==> config.mk <==
export PLATFORM = sky130hd
export DESIGN_NAME = uart_modem_line_ctrl
export DESIGN_NICKNAME = d
export VERILOG_FILES = /design/src/pkg/uart_mcls_pkg.sv /design/src/pkg/stop_gap_if.sv /design/src/stop_gap_timer.sv /design/src/uart_modem_line_ctrl.sv
export SDC_FILE = /design/constraint.sdc
export NUM_CORES = 1
export LEC_CHECK = 0
export ABC_AREA = 1
export BUFFER_PORTS_ARGS = -buffer_cell sky130_fd_sc_hd__clkbuf_2
export CORE_MARGIN = 2
export CORE_UTILIZATION = 25
export CTS_CLUSTER_DIAMETER = 100
export DETAILED_ROUTE_END_ITERATION = 16
export PLACE_DENSITY = 0.51
export SLEW_MARGIN = 30
export SYNTH_ARGS = -nofsm -noshare
export SYNTH_HDL_FRONTEND = slang
export SYNTH_SLANG_ARGS = --single-unit
export TNS_END_PERCENT = 50
==> constraint.sdc <==
create_clock -name pclk -period 1.4 [get_ports pclk]
set_clock_uncertainty 0.1 [all_clocks]
set_input_delay 0.07 -clock pclk [delete_from_list [all_inputs] [get_ports pclk]]
set_output_delay 0.07 -clock pclk [all_outputs]
set_load 0.01 [all_outputs]
==> src/pkg/uart_mcls_pkg.sv <==
// Shared constants and types for the modem control / line status block.
// Assumes a 32-bit APB slave with word-aligned registers.
package uart_mcls_pkg;

  localparam int          ADDR_W        = 12;
  localparam int          DATA_W        = 32;
  localparam int          INDEX_W       = ADDR_W - 2;

  // Register indices; byte address is four times the index
  localparam logic [9:0]  CTRL_INDEX     = 10'h004;
  localparam logic [9:0]  FLAGS_INDEX    = 10'h005;

  // modem_line_control fields
  localparam int          CTRL_DTR       = 0;
  localparam int          CTRL_RTS       = 1;
  localparam int          CTRL_USER1     = 2;
  localparam int          CTRL_USER2     = 3;
  localparam int          CTRL_LOOP      = 4;
  localparam int          CTRL_AUTO_FLOW = 5;
  localparam int          CTRL_HALF_STOP = 7;
  localparam logic [7:0]  CTRL_RW_MASK   = 8'hBF;
  localparam logic [7:0]  CTRL_RESET     = 8'h00;

  // line_state_flags fields
  localparam int          FLG_RX_AVAIL   = 0;
  localparam int          FLG_ERR_LO     = 1;
  localparam int          FLG_ERR_HI     = 4;
  localparam int          FLG_THR_EMPTY  = 5;
  localparam int          FLG_TSR_EMPTY  = 6;
  localparam int          FLG_FIFO_ERR   = 7;

  // Sticky error vector order: overrun, parity, framing, break
  localparam int          ERR_W         = 4;
  localparam logic [3:0]  ERR_RESET     = 4'h0;

  // Stop gap timing in 16x sample ticks
  localparam int          TICKS_PER_BIT = 16;
  localparam int          GAP_CNT_W     = 6;
  localparam logic [5:0]  TICKS_PER_HALF = 6'(TICKS_PER_BIT / 2);
  localparam logic [2:0]  HALVES_ONE    = 3'h2;
  localparam logic [2:0]  HALVES_1P5    = 3'h3;
  localparam logic [2:0]  HALVES_TWO    = 3'h4;
  localparam logic [2:0]  HALVES_ENH    = 3'h1;

  localparam int          SYNC_W        = 2;

  typedef enum logic [1:0] {
    GAP_IDLE = 2'b00,
    GAP_RUN  = 2'b01,
    GAP_DONE = 2'b10
  } gap_state_t;

endpackage

==> src/pkg/stop_gap_if.sv <==
// Link between the control block and its stop gap timer.
// Assumes both ends run on pclk.
`timescale 1ns/1ns
interface stop_gap_if;
  logic tick;
  logic start;
  logic enhanced;
  logic stop_sel;
  logic len5;
  logic busy;
  logic done;

  modport ctl (
    output tick,
    output start,
    output enhanced,
    output stop_sel,
    output len5,
    input  busy,
    input  done
  );

  modport timer (
    input  tick,
    input  start,
    input  enhanced,
    input  stop_sel,
    input  len5,
    output busy,
    output done
  );
endinterface

==> src/stop_gap_timer.sv <==
// Times the stop gap placed between two transmitted characters.
// Assumes tick is a one-cycle 16x sample enable on pclk.
`timescale 1ns/1ns
module stop_gap_timer
  import uart_mcls_pkg::*;
(
  input  wire logic  pclk,
  input  wire logic  presetn,
  stop_gap_if.timer  gap
);

  typedef struct packed {
    gap_state_t           st;
    logic [GAP_CNT_W-1:0] ticks;
  } gap_reg_t;

  gap_reg_t s;
  gap_reg_t next_s;

  // Length of the gap in half bit times
  function automatic logic [2:0] gap_halves(input logic enh, input logic sel, input logic l5);
    logic [2:0] h;
    h = HALVES_ONE;
    if (enh) begin
      h = HALVES_ENH;                                         // [RULE11]
    end else if (sel) begin
      h = l5 ? HALVES_1P5 : HALVES_TWO;                       // [RULE10]
    end
    return h;
  endfunction

  always_comb begin
    next_s = s;
    case (s.st)
      GAP_IDLE: begin
        if (gap.start) begin
          next_s.st    = GAP_RUN;
          next_s.ticks = GAP_CNT_W'(gap_halves(gap.enhanced, gap.stop_sel, gap.len5) * TICKS_PER_HALF);
        end
      end
      GAP_RUN: begin
        if (gap.tick) begin
          if (s.ticks == GAP_CNT_W'(1)) begin
            next_s.st = GAP_DONE;
          end
          next_s.ticks = s.ticks - GAP_CNT_W'(1);
        end
      end
      GAP_DONE: begin
        next_s.st = GAP_IDLE;
      end
      default: begin
        next_s.st = GAP_IDLE;
      end
    endcase
  end

  always_ff @(posedge pclk or negedge presetn) begin
    if (!presetn) begin
      s <= '{st: GAP_IDLE, ticks: '0};
    end else begin
      s <= next_s;
    end
  end

  assign gap.busy = (s.st != GAP_IDLE);
  assign gap.done = (s.st == GAP_DONE);

endmodule

==> src/uart_modem_line_ctrl.sv <==
// Modem control and line status logic for one UART channel, APB slave.
// Assumes the transmitter, receiver and receive FIFO sit outside on pclk,
// and that the modem pins arrive asynchronously.
//
// Notes on behaviour
// RULE1 - DTR pin high when control bit 0 clear, low when set; resets clear.
// RULE2 - RTS pin high when control bit 1 clear, low when set, unless auto.
// RULE3 - In internal loopback, user output one drives the internal RI input.
// RULE4 - In internal loopback, user output two drives the internal DCD input.
// RULE5 - Control bit 4 selects internal loopback; resets clear.
// RULE6 - Auto-flow enable clear gives diagnostic mode: transmitted data is received.
// RULE7 - Auto-flow enable and RTS bit set: auto-RTS and auto-CTS both on.
// RULE8 - Auto-flow enable set, RTS bit clear: only auto-CTS, RTS stays manual.
// RULE9 - Auto-flow enable clear: both automatic flow controls off.
// RULE10 - Control bit 7 clear: normal 1, 1.5 or 2 stop bits per line format.
// RULE11 - Control bit 7 set: half a stop bit between characters.
// RULE12 - Status bit 0 is one while the receive FIFO holds data.
// RULE13 - Status bit 1 flags a receive overrun.
// RULE14 - Status bits 2 and 3 flag parity and framing errors.
// RULE15 - Status bit 4 flags a detected break on the receive line.
// RULE16 - Status bit 5 is one when the transmit holding register is empty.
// RULE17 - Status bit 6 is one when the transmit shift register is empty.
// RULE18 - Status bit 7 is one when any character in the FIFO has an error.
// RULE19 - Error flags stay set until the status register is read.
// RULE20 - Loopback routes transmit data to receiver; external handshakes held inactive.
//
// Local design decision: register access over APB.
`timescale 1ns/1ns
module uart_modem_line_ctrl
  import uart_mcls_pkg::*;
(
  // APB slave
  input  wire logic              pclk,
  input  wire logic              presetn,
  input  wire logic              psel,
  input  wire logic              penable,
  input  wire logic              pwrite,
  input  wire logic [ADDR_W-1:0] paddr,
  input  wire logic [DATA_W-1:0] pwdata,
  input  wire logic [3:0]        pstrb,
  output logic      [DATA_W-1:0] prdata,
  output logic                   pready,
  output logic                   pslverr,
  // Modem pins, asynchronous inputs
  input  wire logic              rx_pin,
  input  wire logic              cts_n_pin,
  input  wire logic              ri_n_pin,
  input  wire logic              dcd_n_pin,
  output logic                   tx_pin,
  output logic                   dtr_pin,
  output logic                   rts_pin,
  // Transmitter side, same clock
  input  wire logic              tx_serial,
  input  wire logic              thr_empty,
  input  wire logic              tsr_empty,
  input  wire logic              gap_req,
  input  wire logic              sample_tick,
  input  wire logic              stop_sel,
  input  wire logic              len5,
  output logic                   gap_busy,
  output logic                   gap_done,
  output logic                   tx_allowed,
  // Receiver side, same clock
  input  wire logic              rx_fifo_nonempty,
  input  wire logic              rx_fifo_room,
  input  wire logic              rx_fifo_has_error,
  input  wire logic              overrun_ev,
  input  wire logic              parity_ev,
  input  wire logic              framing_ev,
  input  wire logic              break_ev,
  output logic                   rx_to_receiver,
  output logic                   ri_n_to_core,
  output logic                   dcd_n_to_core,
  output logic                   auto_rts_en,
  output logic                   auto_cts_en
);

  typedef struct packed {
    logic [7:0]        ctrl;
    logic [ERR_W-1:0]  err;
    logic [SYNC_W-1:0] rx_s;
    logic [SYNC_W-1:0] cts_s;
    logic [SYNC_W-1:0] ri_s;
    logic [SYNC_W-1:0] dcd_s;
    logic [7:0]        rdata;
    logic              serr;
  } ctl_reg_t;

  ctl_reg_t          s;
  ctl_reg_t          next_s;
  logic [ERR_W-1:0]  err_ev;
  logic [ERR_W-1:0]  err_view;
  logic [INDEX_W-1:0] idx;
  logic              setup_ph;
  logic              access_ph;
  logic              loop_on;
  logic              aflow_on;

  stop_gap_if gif ();

  // Word index of a byte address
  function automatic logic [INDEX_W-1:0] reg_index(input logic [ADDR_W-1:0] a);
    return a[ADDR_W-1:2];
  endfunction

  function automatic logic is_mapped(input logic [INDEX_W-1:0] i);
    return (i == CTRL_INDEX) || (i == FLAGS_INDEX);
  endfunction

  // Assembles the status byte from live levels and sticky errors
  function automatic logic [7:0] flags_value(input logic [ERR_W-1:0] e);
    logic [7:0] v;
    v = '0;
    v[FLG_RX_AVAIL]            = rx_fifo_nonempty;     // [RULE12]
    v[FLG_ERR_HI:FLG_ERR_LO]   = e;                    // [RULE13] [RULE14] [RULE15]
    v[FLG_THR_EMPTY]           = thr_empty;            // [RULE16]
    v[FLG_TSR_EMPTY]           = tsr_empty;            // [RULE17]
    v[FLG_FIFO_ERR]            = rx_fifo_has_error;    // [RULE18]
    return v;
  endfunction

  assign idx       = reg_index(paddr);
  assign setup_ph  = psel && !penable;
  assign access_ph = psel && penable;
  assign err_ev    = {break_ev, framing_ev, parity_ev, overrun_ev};
  // Errors arriving now are already visible, so a read never loses them
  assign err_view  = s.err | err_ev;

  always_comb begin
    next_s = s;

    // Two-stage synchronisers for the pins
    next_s.rx_s  = {s.rx_s[0], rx_pin};
    next_s.cts_s = {s.cts_s[0], cts_n_pin};
    next_s.ri_s  = {s.ri_s[0], ri_n_pin};
    next_s.dcd_s = {s.dcd_s[0], dcd_n_pin};

    // Read data is captured in the setup phase, answered with no wait state
    if (setup_ph) begin
      next_s.serr  = !is_mapped(idx);
      next_s.rdata = '0;
      if (idx == CTRL_INDEX) begin
        next_s.rdata = s.ctrl;
      end else if (idx == FLAGS_INDEX) begin
        next_s.rdata = flags_value(err_view);
      end
    end

    // Completing a status read clears the sticky errors; new events win
    if (access_ph && !pwrite && (idx == FLAGS_INDEX)) begin
      next_s.err = '0;                                  // [RULE19]
    end
    next_s.err = next_s.err | err_ev;                   // [RULE19]

    // Reserved bit 6 is never stored
    if (access_ph && pwrite && (idx == CTRL_INDEX) && pstrb[0]) begin
      next_s.ctrl = pwdata[7:0] & CTRL_RW_MASK;         // [RULE5]
    end
  end

  always_ff @(posedge pclk or negedge presetn) begin
    if (!presetn) begin
      s <= '{ctrl:  CTRL_RESET,                         // [RULE1] [RULE5]
             err:   ERR_RESET,
             rx_s:  '1,
             cts_s: '1,
             ri_s:  '1,
             dcd_s: '1,
             rdata: '0,
             serr:  1'b0};
    end else begin
      s <= next_s;
    end
  end

  assign prdata  = {{(DATA_W-8){1'b0}}, s.rdata};
  assign pready  = 1'b1;
  assign pslverr = access_ph && s.serr;

  assign loop_on  = s.ctrl[CTRL_LOOP];                  // [RULE5]
  assign aflow_on = s.ctrl[CTRL_AUTO_FLOW];

  // Flow control selection
  assign auto_rts_en = aflow_on && s.ctrl[CTRL_RTS];    // [RULE7] [RULE9]
  assign auto_cts_en = aflow_on;                        // [RULE8] [RULE9]

  // Handshake pins are active low; loopback parks them inactive
  always_comb begin
    if (loop_on) begin
      dtr_pin = 1'b1;                                   // [RULE20]
      rts_pin = 1'b1;                                   // [RULE20]
      tx_pin  = 1'b1;                                   // [RULE20]
    end else begin
      dtr_pin = !s.ctrl[CTRL_DTR];                      // [RULE1]
      tx_pin  = tx_serial;
      if (auto_rts_en) begin
        rts_pin = !rx_fifo_room;                        // [RULE7]
      end else begin
        rts_pin = !s.ctrl[CTRL_RTS];                    // [RULE2] [RULE8]
      end
    end
  end

  // Receive path: internal echo in loopback or diagnostic mode
  assign rx_to_receiver = (loop_on || !aflow_on) ? tx_serial : s.rx_s[1];  // [RULE6] [RULE20]

  // User outputs drive the internal modem inputs in loopback
  assign ri_n_to_core  = loop_on ? s.ctrl[CTRL_USER1] : s.ri_s[1];       // [RULE3]
  assign dcd_n_to_core = loop_on ? s.ctrl[CTRL_USER2] : s.dcd_s[1];      // [RULE4]

  // Auto-CTS holds the transmitter while the remote deasserts CTS
  assign tx_allowed = !auto_cts_en || loop_on || !s.cts_s[1];            // [RULE7] [RULE8]

  // Stop gap between characters
  assign gif.tick     = sample_tick;
  assign gif.start    = gap_req;
  assign gif.enhanced = s.ctrl[CTRL_HALF_STOP];         // [RULE10] [RULE11]
  assign gif.stop_sel = stop_sel;
  assign gif.len5     = len5;
  assign gap_busy     = gif.busy;
  assign gap_done     = gif.done;

  stop_gap_timer u_gap (
    .pclk    (pclk),
    .presetn (presetn),
    .gap     (gif.timer)
  );

endmodule

==> impl_results.md <==
- Run status: finished, final reports clean
- Syn Std Cell Area: 0.002175 mm2
- Pre-CTS setup slack: 0.08576 ns
- Synth warn: 0
- Crit. End Element: primary output
- Hold Path Class: in2reg
- Die height: 97.27 um
- DR DRC count: 0
- Port Buffers: 60
- Critical path data arrival time: 1.18 ns
- CTS H-tree lvls: 2
- DR pass1 iterations: 4
- Static Leak: 1.451 nW
- Startpoint Class: register
- Util after Layout: 0.3282
- Post-synth top cells: nand2_1 (70), inv_1 (40), buf_4 (33)
- Post-Layout Cell Count: 470
- Max-Cap Viols: 0
- Period utilization: 0.9629
- Area growth from synthesis to layout: 29.69%
- P per Cell Area: 1069 mW/mm2
- Clock sink total: 36
- Antenna violations before repair: 0
- Post-DP HPWL: 3631 um
- Nets@finish: 434
- Initial Util: 0.2531
- CP Data Required Time: 1.23 ns
- ANT nets after route: 0
- Max Slew Vio Count: 0
- Latest clock arrival within the worst-skew pair: 0.29 ns
- Peak VDD IR: 0.9139 mV
- Most common cell in the netlist: nand2_1
- Initial DRC Count: 76
- Clock root buffer: clkbuf_8
- Post-synth cell types: 27
- Cts bufs inserted: 5
- Total power: 3.014 mW
- Overflow left after global routing: 0
- Synth top area cells: dfrtp_1 (32%), nand2_1 (12%), buf_4 (11%), dfstp_2 (9.7%), inv_1 (6.9%)
- Top-area cell type share of the netlist area: 0.3222
- Chip width: 97.27 um
- GRT Total Usage: 0.1063
- Gp weighted congestion: 0.8049
- Share of cells above drive strength 1: 0.3260
- Part of the Yosys area used for sequential elements: 0.4189
- Die ar.: 0.009460 mm2
- Via count: 1,861
- Largest net degree at the start of global routing: 37
- Post-synth EDFFs: 0
- First-pass GRT wire length: 8286 um
- CORE AREA: 0.008593 mm2
- Fmax: 741.8 MHz
- Final setup margin: 0.05193 ns
- Vias in the first global route: 1,795
- Synth Register Bits: 36
- TritonCTS clock tree: yes
- Ant diodes: 0
- Avg Cell Area, Syn: 7.850 um2
- Longest Clk Path Bufs: 2
- Hold Violations, Final: 0
- DR vias/cell: 3.960
- Fin Hold WS: 0.01602 ns
- Final setup vio count: 0
- Ports: 116
- Cell taking the most area after synthesis: dfrtp_1
- WL/cell: 10.35 um
- Tmin final: 1.348 ns
- Crit-path max FO: 8
- Site row count: 34
- Setup CP Type: reg2out
- Ys async rst share: 1.000
- Reg clk slew, reported paths: 0.08 ns
- Final WL: 4865 um
- Post-synthesis cell count: 277
- Main synth FF type: dfrtp_1
- # placed instances: 437
-- state kept, by name, indices dropped and copies added (netlist names) --
signal	cells
s	13
prdata	8
u_gap.s	8
next_s	4
auto_cts_en	1
gif.enhanced	1
loop_on	1
-- stage by stage --
stage               area (um2)   TNS, ns
floorplan                 2261         0
global placement          2462         0
detailed placement        2462         0
CTS                       2768         0
global route              2820  -0.02069
finish                    2820         0
-- worst paths after layout --
| check | from | to | slack [ns] | cells after the start |
|---|---|---|---|---|
| min reg2reg | next_s[14] | s[14] | 0.26 | 0 |
| max | loop_on | ri_n_to_core | 0.05 | 4 |
| max reg2reg | u_gap.s[7] | u_gap.s[4] | 0.12 | 6 |
| min in group asynchronous | presetn | u_gap.s[5] | 0.26 | 3 |
| min | pwdata[7] | gif.enhanced | 0.02 | 5 |
| max in group asynchronous | presetn | next_s[16] | 0.56 | 3 |
-- cells by family after synthesis --
kind of cell | synth area share
flops | 0.4189
fa+ha+maj | 0.01151
buf+inv | 0.1939
simple gates | 0.3147
other cells | 0.003454
compound gates | 0.05351
xor+xnor | 0.004028
-- worst max-delay path, stage by stage, from the launching register on --
cell and delay, ns:
dfrtp_2 0.46, inv_4 0.12, nand2_1 0.06, o21ai_1 0.09, clkbuf_2 0.16
-- timing repair --
action / CTS / global route
setup endpoints to repair: 5 / 10
hold buffers: 21 / 0
gates resized for setup: 3 / 15
pin swaps: 0 / 3
buffers inserted: 1 / 3
endpoints found under the hold margin: 49 / 0
-- power by group --
| group | switching (mW) | leakage, nW | internal (mW) |
|---|---|---|---|
| sequential | 0.104 | 0.398 | 1.16 |
| clock | 0.400 | 0.0412 | 0.348 |
| combinational | 0.577 | 1.01 | 0.421 |
| total | 1.08 | 1.45 | 1.93 |
-- area by class of cell --
cell class | instances | area, um2
clock buffers | 6 | 72.57
clock inverters | 2 | 12.51
fillers | 934 | 5773
inverters | 42 | 162.7
multi-input cells | 187 | 954.7
flip-flops and latches | 36 | 912.1
well taps | 108 | 135.1
repair buffers | 89 | 570.5
-- cells in the final DEF (no fill, tap or decap), drive strengths merged --
| master | instances |
|---|---|
| a21o | 4 |
| a21oi | 4 |
| buf | 8 |
| clkbuf | 66 |
| clkinv | 1 |
| clkinvlp | 1 |
| conb | 25 |
| dfrtp | 28 |
| dfstp | 8 |
| dlygate4sd3 | 21 |
| ha | 2 |
| inv | 42 |
| nand2 | 73 |
| nand3 | 23 |
| nand4 | 10 |
| nor2 | 28 |
| nor3 | 1 |
| o211ai | 1 |
| o21ai | 9 |
| o21bai | 1 |
| o22ai | 1 |
| or2 | 4 |
| xor2 | 1 |
-- routing by layer --
layer / global-route usage / vias up / wire length [um]
met5: 0 / - / 0
met4: 0.02457 / 0 / 29
met3: 0.02878 / 4 / 257
met2: 0.1757 / 50 / 2373
met1: 0.1395 / 839 / 2205
li1: - / 968 / -
Note: power is estimated with default switching activity, not from simulation.
